--- src/core/lce_pkg.sv ---
/*
 * Constants for the LIU channel interrupt enable block: register
 * addresses, field positions, reset values and the edge policy per source.
 * Assumes a byte-wide host register port with a 16-bit address whose top
 * nibble selects the channel.
 */
package lce_pkg;

    // ==========================================================
    // Register addresses (low twelve bits, channel in the top nibble)
    localparam logic [11:0] LCE_ADDR_ENABLE = 12'hf04;
    localparam logic [11:0] LCE_ADDR_STATUS = 12'hf05;
    localparam logic [11:0] LCE_ADDR_CHANGE = 12'hf06;

    // ==========================================================
    // Field positions, shared by enable, status and change registers
    localparam int LCE_NUM_SRC = 7;
    localparam int LCE_BIT_PATTERN = 0;
    localparam int LCE_BIT_SIGNAL_LOSS = 1;
    localparam int LCE_BIT_ALARM = 2;
    localparam int LCE_BIT_LOOP_CODE = 3;
    localparam int LCE_BIT_LINE_VIOL = 4;
    localparam int LCE_BIT_FIFO_LIMIT = 5;
    localparam int LCE_BIT_DRIVER = 6;
    localparam int LCE_BIT_UNUSED = 7;

    // ==========================================================
    // Reset values and the enable write mask
    localparam logic [7:0] LCE_ENABLE_RST = 8'h00;
    localparam logic [7:0] LCE_RDATA_RST = 8'h00;
    localparam logic [6:0] LCE_CHANGE_RST = 7'h00;
    localparam logic [6:0] LCE_WRITABLE_MASK = 7'h7f;

    // Sources that interrupt on both edges (set) or on the rising edge only (clear)
    localparam logic [6:0] LCE_BOTH_EDGE_MASK = 7'h4b;

endpackage

--- src/core/lce_channel_irq.sv ---
/*
 * Per-channel LIU interrupt enable and gating. Holds the enable register,
 * shows the current status levels and the sticky change flags, and raises
 * one channel interrupt request.
 * Per-channel map, channel id in the top address nibble:
 *   f04 enable, read/write, bit 7 reads zero
 *   f05 status levels, read-only, one cycle behind the inputs
 *   f06 change flags, read-only, cleared by the read that returns them
 * Assumes a synchronous byte-wide host register port with one-cycle
 * strobes; status levels come from the transmit and receive LIU sections
 * on the same clock. The LIU and framer are expected to run single-rail,
 * and software turns to the framer's own enables when the framer is in path.
 * A status input that is already high at reset release counts as a rise.
 */
module lce_channel_irq
    import lce_pkg::*;
#(
    parameter logic [3:0] CHANNEL_ID = 4'h0
)
(
    input wire logic clk_sys_i,
    input wire logic rstn_i,
    input wire logic [15:0] reg_addr_i,
    input wire logic reg_wr_i,
    input wire logic reg_rd_i,
    input wire logic [7:0] reg_wdata_i,
    output logic [7:0] reg_rdata_o,
    input wire logic driver_monitor_status_i,
    input wire logic fifo_limit_i,
    input wire logic line_violation_i,
    input wire logic loop_code_detect_i,
    input wire logic alarm_signal_i,
    input wire logic receive_signal_loss_i,
    input wire logic pattern_detect_i,
    output logic irq_o
);

    logic [6:0] liu_channel_irq_enable;
    logic [6:0] next_enable;
    logic [7:0] rdata_q;
    logic [7:0] next_rdata;
    logic irq_q;
    logic next_irq;
    logic [6:0] src_level;
    logic [6:0] seen_level;
    logic [6:0] change_flag;
    logic [6:0] change_clear;
    logic chan_hit;
    logic sel_enable;
    logic sel_status;
    logic sel_change;

    // Enable fields, named for readability
    logic driver_fault_change_irq_en;
    logic fifo_limit_irq_en;
    logic line_violation_irq_en;
    logic loop_code_change_irq_en;
    logic alarm_signal_irq_en;
    logic signal_loss_change_irq_en;
    logic pattern_detect_change_irq_en;

    assign driver_fault_change_irq_en = liu_channel_irq_enable[LCE_BIT_DRIVER];
    assign fifo_limit_irq_en = liu_channel_irq_enable[LCE_BIT_FIFO_LIMIT];
    assign line_violation_irq_en = liu_channel_irq_enable[LCE_BIT_LINE_VIOL];
    assign loop_code_change_irq_en = liu_channel_irq_enable[LCE_BIT_LOOP_CODE];
    assign alarm_signal_irq_en = liu_channel_irq_enable[LCE_BIT_ALARM];
    assign signal_loss_change_irq_en = liu_channel_irq_enable[LCE_BIT_SIGNAL_LOSS];
    assign pattern_detect_change_irq_en = liu_channel_irq_enable[LCE_BIT_PATTERN];

    // ==========================================================
    // Address decode
    assign chan_hit = (reg_addr_i[15:12] == CHANNEL_ID);
    assign sel_enable = chan_hit && (reg_addr_i[11:0] == LCE_ADDR_ENABLE);
    assign sel_status = chan_hit && (reg_addr_i[11:0] == LCE_ADDR_STATUS);
    assign sel_change = chan_hit && (reg_addr_i[11:0] == LCE_ADDR_CHANGE);
    // Status and change registers have no write path; such writes are dropped

    // ==========================================================
    // Status sources
    // Bit 7 has no source and reads zero in every register
    always_comb
    begin
        src_level = '0;
        src_level[LCE_BIT_DRIVER] = driver_monitor_status_i;
        src_level[LCE_BIT_FIFO_LIMIT] = fifo_limit_i;
        src_level[LCE_BIT_LINE_VIOL] = line_violation_i;
        src_level[LCE_BIT_LOOP_CODE] = loop_code_detect_i;
        src_level[LCE_BIT_ALARM] = alarm_signal_i;
        src_level[LCE_BIT_SIGNAL_LOSS] = receive_signal_loss_i;
        src_level[LCE_BIT_PATTERN] = pattern_detect_i;
    end

    // Reading the change register clears the flags it returned
    // An event in the read cycle is kept, since the cell lets a set win over a clear
    assign change_clear = (reg_rd_i && sel_change) ? change_flag : '0;

    // Per-source change detection, edge policy per bit
    // Fifo limit, line violation and alarm flag on the rising edge only
    genvar gi;
    generate
        for (gi = 0; gi < LCE_NUM_SRC; gi++)
        begin : g_src
            lce_evt_cell #(
                .BOTH_EDGES(LCE_BOTH_EDGE_MASK[gi])
            ) u_cell (
                .clk_sys_i(clk_sys_i),
                .rstn_i(rstn_i),
                .level_i(src_level[gi]),
                .clear_i(change_clear[gi]),
                .flag_o(change_flag[gi]),
                .level_o(seen_level[gi])
            );
        end
    endgenerate

    // ==========================================================
    // Enable register
    always_comb
    begin
        next_enable = liu_channel_irq_enable;
        if (reg_wr_i && sel_enable)
        begin
            next_enable = reg_wdata_i[6:0] & LCE_WRITABLE_MASK;
        end
    end

    // Bit 7 has no storage, so it always reads back as zero
    always_ff @(posedge clk_sys_i or negedge rstn_i)
    begin
        if (!rstn_i)
        begin
            liu_channel_irq_enable <= LCE_ENABLE_RST[6:0];
        end
        else
        begin
            liu_channel_irq_enable <= next_enable;
        end
    end

    // ==========================================================
    // Read data
    always_comb
    begin
        next_rdata = rdata_q;
        if (reg_rd_i)
        begin
            if (sel_enable)
            begin
                next_rdata = {1'b0, liu_channel_irq_enable};
            end
            else if (sel_status)
            begin
                next_rdata = {1'b0, seen_level};
            end
            else if (sel_change)
            begin
                next_rdata = {1'b0, change_flag};
            end
            else
            begin
                next_rdata = LCE_RDATA_RST;
            end
        end
    end

    // The read value stands until the next read strobe
    always_ff @(posedge clk_sys_i or negedge rstn_i)
    begin
        if (!rstn_i)
        begin
            rdata_q <= LCE_RDATA_RST;
        end
        else
        begin
            rdata_q <= next_rdata;
        end
    end

    // ==========================================================
    // Interrupt request
    always_comb
    begin
        next_irq = (change_flag[LCE_BIT_DRIVER] & driver_fault_change_irq_en)
            | (change_flag[LCE_BIT_FIFO_LIMIT] & fifo_limit_irq_en)
            | (change_flag[LCE_BIT_LINE_VIOL] & line_violation_irq_en)
            | (change_flag[LCE_BIT_LOOP_CODE] & loop_code_change_irq_en)
            | (change_flag[LCE_BIT_ALARM] & alarm_signal_irq_en)
            | (change_flag[LCE_BIT_SIGNAL_LOSS] & signal_loss_change_irq_en)
            | (change_flag[LCE_BIT_PATTERN] & pattern_detect_change_irq_en);
    end

    // Disabled sources still set flags, so a later enable raises the request;
    // it falls only once those flags are read or their enables are cleared
    always_ff @(posedge clk_sys_i or negedge rstn_i)
    begin
        if (!rstn_i)
        begin
            irq_q <= 1'b0;
        end
        else
        begin
            irq_q <= next_irq;
        end
    end

    // ==========================================================
    // Outputs
    assign reg_rdata_o = rdata_q;
    assign irq_o = irq_q;

endmodule

--- src/core/lce_evt_cell.sv ---
/*
 * One status source: detects a change of its level (either edge, or a rise only when BOTH_EDGES is clear) and holds a sticky
 * change flag until software clears it.
 * Assumes the level input is synchronous to clk_sys_i.
 */
module lce_evt_cell
    import lce_pkg::*;
#(
    parameter bit BOTH_EDGES = 1'b1
)
(
    input wire logic clk_sys_i,
    input wire logic rstn_i,
    input wire logic level_i,
    input wire logic clear_i,
    output logic flag_o,
    output logic level_o
);

    logic level_q;
    logic flag_q;
    logic next_level_q;
    logic next_flag_q;
    logic event_hit;

    // ==========================================================
    // Next state
    always_comb
    begin
        next_level_q = level_i;
        if (BOTH_EDGES)
        begin
            event_hit = level_i ^ level_q;
        end
        else
        begin
            event_hit = level_i & ~level_q;
        end
        // An edge detected in the clearing cycle keeps the flag set
        next_flag_q = event_hit | (flag_q & ~clear_i);
    end

    // ==========================================================
    // Registers
    always_ff @(posedge clk_sys_i or negedge rstn_i)
    begin
        if (!rstn_i)
        begin
            level_q <= 1'b0;
            flag_q <= 1'b0;
        end
        else
        begin
            level_q <= next_level_q;
            flag_q <= next_flag_q;
        end
    end

    assign flag_o = flag_q;
    assign level_o = level_q;

endmodule

--- config.mk ---
export PLATFORM = sky130hd
export DESIGN_NAME = lce_channel_irq
export DESIGN_NICKNAME = d
export VERILOG_FILES = /design/src/core/lce_pkg.sv /design/src/core/lce_channel_irq.sv /design/src/core/lce_evt_cell.sv
export SDC_FILE = /design/constraint.sdc
export NUM_CORES = 1
export LEC_CHECK = 0
export BUFFER_PORTS_ARGS = -buffer_cell sky130_fd_sc_hd__buf_2
export CELL_PAD_IN_SITES_DETAIL_PLACEMENT = 1
export CELL_PAD_IN_SITES_GLOBAL_PLACEMENT = 1
export CORE_UTILIZATION = 34
export DETAILED_ROUTE_END_ITERATION = 10
export PLACE_DENSITY = 0.82
export REMOVE_ABC_BUFFERS = 1
export SYNTH_ARGS = -nofsm -noshare
export SYNTH_HDL_FRONTEND = slang
export SYNTH_HIERARCHICAL = 1
export SYNTH_SLANG_ARGS = --single-unit
--- constraint.sdc ---
create_clock -name clk_sys_i -period 0.95 [get_ports clk_sys_i]
set_input_delay 0.19 -clock clk_sys_i [delete_from_list [all_inputs] [get_ports clk_sys_i]]
set_output_delay 0.19 -clock clk_sys_i [all_outputs]
set_load 0.05 [all_outputs]
* Yosys cells after proc, flatten, opt, wreduce, memory -nomap -nowiden
Index checks and enable logic that the tools add are counted.
** Cells by class
- Add/sub/neg operators :: 0
- Multipliers :: 0
- Divide/modulo/power cells :: 0
- Order comparisons :: 0
- Eq/ne operators :: 3
- Shift-type cells :: 0
- Multiplexer cells :: 4
- Bitwise logic cells :: 44
- Reduce and logical (&&, ||, !) cells :: 6
** Operators with widths (number)
- $eq 12x12->1 const B :: 3
- $mux 7 :: 3
- $and 1x1->1 :: 17
- $or 1x1->1 :: 13
- $not 1->1 :: 10
- $mux 8 :: 1
- $logic_and 1x1->1 :: 5
- $logic_not 4->1 :: 1
- $xor 1x1->1 :: 4
** Storage, ports and cells
- Flip-flop bits (word level) :: 30
- Bits in latches :: 0
- Memory bits (writable) :: 0
- ROM bits :: 0
- Bits of input ports :: 35
- Output and inout bits :: 9
- Memories :: 0

* Logic depth before layout (Yosys ltp)
- Word-level depth :: 7
- Mapped depth :: 6

* Modules after synthesis
Netlist, hierarchy kept.
** By module, submodules not included
- lce_channel_irq :: instances 1, cells each 83, area each 877.1 um2, seq. area each 375.4 um2
- lce_evt_cell at g_src[0].u_cell ... :: instances 4, cells each 5, area each 67.6 um2, seq. area each 50.0 um2
- lce_evt_cell at g_src[2].u_cell ... :: instances 3, cells each 5, area each 70.1 um2, seq. area each 50.0 um2

* Least setup slack after synthesis
No wires, ideal clock.
- Path type :: input -> register
- Start point :: input port reg_addr_i[4]
- End point :: register liu_channel_irq_enable[0]
- Setup time :: 125 ps
- Arrival time :: 1413 ps
- Required time :: 825 ps
- Slack :: -588 ps
- Stages :: 6
- Path buffers :: 2
- Cell sequence :: nor4b_1 > and4_1 > buf_4 > and4bb_1 > buf_6 > mux2_2
** Between the ends
- Longest elaborated chain between the ends :: 3
** Ends and longest elaborated chain
- from (decl) :: line lce_channel_irq.sv:23 : input wire logic [15:0] reg_addr_i,
- $eq 12x12->1 :: line lce_channel_irq.sv:73 : assign sel_enable = chan_hit && (reg_addr_i[11:0] == LCE_ADDR_ENABLE);
- $logic_and 1x1->1 :: line lce_channel_irq.sv:73
- $logic_and 1x1->1 :: line lce_channel_irq.sv:121 : if (reg_wr_i && sel_enable)
- to (signal assigned) :: line lce_channel_irq.sv:132 : liu_channel_irq_enable <= LCE_ENABLE_RST[6:0];
- to (signal assigned) :: line lce_channel_irq.sv:136 : liu_channel_irq_enable <= next_enable;
- to (decl) :: line lce_channel_irq.sv:38 : logic [6:0] liu_channel_irq_enable;
Every way passes these cells.
A chain may end at the register's enable or synchronous reset.

* Final worst setup path
- Start point :: input port reg_addr_i[12]
- End point :: register liu_channel_irq_enable[2]
** Between the ends
- Longest elaborated chain between the ends :: 3
** Ends and longest elaborated chain
- $logic_not 4->1 :: line lce_channel_irq.sv:72 : assign chan_hit = (reg_addr_i[15:12] == CHANNEL_ID);
- $logic_and 1x1->1 :: line lce_channel_irq.sv:73
- $logic_and 1x1->1 :: line lce_channel_irq.sv:121
Every way passes these cells.

==> flow_metrics.tcl <==
set metrics [dict create \
    outcome "finished, violations left" \
    violations "setup timing" \
    skew_ns 0.004259 \
    mostFrequentLayoutCells "30 x buf_2, 29 x dfrtp_1, 19 x buf_4, 14 x buf_6, 10 x inv_1" \
    r2r_start "liu_channel_irq_enable[2]$_DFFE_PN0P_" \
    vias 1131 \
    via_per_inst 4.896 \
    cts_buffers 5 \
    cts_root_buffer "clkbuf_8" \
    yosys-top-cells-area "dfrtp_1 53%, mux2_2 5.8%, mux2i_1 5.2%" \
    drv_slew 0 \
    grt_max_degree 30 \
    die_w_um 65.19 \
    timing.rr.end "irq_o$_DFF_PN0_" \
    rsz0062_at_grt "yes" \
    cts_buffer_depth 2 \
    met1_usage_pct 22.33 \
    ff2ff_path_depth 2 \
    drtPass1Iterations 4 \
    worst-path-stages 6 \
    grt_pass1_wl_um 6230 \
    ys_warn_count 6 \
    syn_inst 118 \
    crit_family "simple AND/OR/NAND/NOR gates" \
    wl_per_cell_um 16.58 \
    max_stage_delay_ns 0.32 \
    start_util_pct 36.26 \
    p_per_area_nw_per_um2 1255 \
    start_kind "primary input" \
    grt.met2_usage_pct 37.37 \
    fin_ws_ns -0.4062 \
    layout_commonest_cell "buf_2" \
    tns_ns -5.981 \
    globalRoute.busiestLayer "met2" \
    period_share_pct 142.8 \
    cts_max_level 2 \
    ys_ff_latch 29 \
    drt-initial-drc-count 22 \
    path_max_fanout 7 \
    insertion_delay_ns 0.28 \
    finalHoldViolations 0 \
    synth_seq_area_share_pct 53.46 \
    finalNetCount 218 \
    synth_area_um2 1358 \
    drtAntennaViolNets 0 \
    port-buffer-count 41 \
    drc 0 \
    grtUsageTotal_pct 20.88 \
    power.total_mw 2.523 \
    die_area_um2 4250 \
    wirelength_um 3829 \
    dp_cells 216 \
    r2r_slack_ns -0.12 \
    end_kind "flop" \
    grt_antenna_before_repair 0 \
    drive_gt1_share_pct 54.10 \
    core_area_um2 3744 \
    holdPathEnd "g_src[2].u_cell/level_o$_DFF_PN0_" \
    crit_chain "buf_2 -> nor4b_4 -> and4_4 -> and4bb_1 -> buf_6 -> mux2_4" \
    gp_congestion 0.8066 \
    grt-ovfl-total 0 \
    io_pins 44 \
    rows 22 \
    arrival_ns 1.52 \
    cp.buffers_inverters 2 \
    die_h_um 65.19 \
    synth_top_area_share_pct 53.46 \
    final-instance-count-excl-fill 231 \
    cp.required_ns 1.11 \
    whs_ns 0.02752 \
    grt_pass1_vias 1283 \
    synth.distinct_cells 26 \
    setup_viol 29 \
    holdCritPathClass "primary input to flop" \
    p_leak_nw 1.047 \
    max_freq_mhz 737.4 \
    syn2layout_area_growth_pct 48.02 \
    detailed_place_hpwl_um 2664 \
    crit_slowest_cell "mux2_4" \
    avgSynthCellArea_um2 11.50 \
    clock-sinks 29 \
    min_delay_path_depth 1 \
    fin_util_pct 53.68 \
    maxCapViolations 0 \
    cts_tree "yes" \
    grt_use_met3_pct 4.861 \
    antenna_cells 0 \
    synth_top_area_cell "dfrtp_1" \
    clkSlewWorstSetupHoldPaths_ns 0.06 \
    path_class "primary input to flop" \
    irDropWorstVdd_v 0.0008566 \
    hp-start "alarm_signal_i" \
    fin_crit_ns 1.356 \
]
-- layer usage --
metal,vias up,wire (µm)
li1,531,-
met2,44,2009
met3,9,213
met5,-,0
met1,547,1515
met4,0,91
-- report_power, final --
part | internal (mW) | switching [mW]
logic | 0.115 | 0.128
registers | 1.25 | 0.0141
clock network | 0.573 | 0.441
total | 1.94 | 0.583
-- per-stage QoR --
stage	setup slack, ns	area (µm²)
final	-0.4062	2009
after global routing	-0.4608	2009
after CTS	-0.4043	1947
after detailed placement	-0.8152	1697
after global placement	-0.7046	1697
after floorplan	-0.6621	1319
-- cell type report --
cell class	instances	area (µm²)
fill	414	1734
multi-input combinational	73	639.4
inverter	10	37.54
tap	48	60.06
clock buffer	7	86.33
sequential	29	725.7
timing repair buffer	64	460.4
-- worst reg2reg max path: stages, from the launching register on --
cell and delay [ns]:
dfrtp_1 0.41, a222oi_1 0.41, nand3_1 0.12
-- cell families (layout without fill, tap and decap cells) --
family,count (synthesis),count (layout),synth area share [%]
mux,14,14,10.97
buf+inv,16,81,5.622
other cells,1,1,0.2762
compound gates,24,24,13.18
flops,29,29,53.46
simple gates,30,30,13.92
xor+xnor,4,4,2.580
-- synth_stat cells, drive strengths merged --
| cell | count |
|---|---|
| dfrtp | 29 |
| o21ai | 11 |
| inv | 10 |
| nor2b | 8 |
| a31o | 7 |
| and2 | 7 |
| mux2 | 7 |
| mux2i | 7 |
| nand2 | 7 |
| buf | 4 |
| xnor2 | 4 |
| o22ai | 3 |
| a22oi | 2 |
| and4b | 2 |
| clkbuf | 2 |
| nor4b | 2 |
| a222oi | 1 |
| and4 | 1 |
| and4bb | 1 |
| conb | 1 |
| nand3 | 1 |
| nor2 | 1 |
-- worst max path at each step --
stage / from / end
floorplan: reg_addr_i[4] / liu_channel_irq_enable[0]$_DFFE_PN0P_
global placement: reg_addr_i[4] / liu_channel_irq_enable[4]$_DFFE_PN0P_
detailed placement: reg_addr_i[4] / liu_channel_irq_enable[1]$_DFFE_PN0P_
CTS: reg_addr_i[14] / liu_channel_irq_enable[2]$_DFFE_PN0P_
global route: reg_addr_i[12] / liu_channel_irq_enable[2]$_DFFE_PN0P_
finish: reg_addr_i[12] / liu_channel_irq_enable[2]$_DFFE_PN0P_
-- flip-flops by register name (all words and copies together) (netlist names) --
| signal | cells |
|---|---|
| g_src.u_cell/flag_o | 7 |
| g_src.u_cell/level_o | 7 |
| liu_channel_irq_enable | 7 |
| reg_rdata_o | 7 |
| irq_o | 1 |
-- what timing repair did --
item / CTS / global route
buffers inserted: 5 / 2
endpoints found under the setup margin: 30 / 30
pin swaps: 19 / 13
gates cloned: 0 / 0
resized for setup: 37 / 13
hold buffers: 1 / 0
endpoints found under the hold margin: 29 / 0
Note: power is estimated with default switching activity, not from simulation.
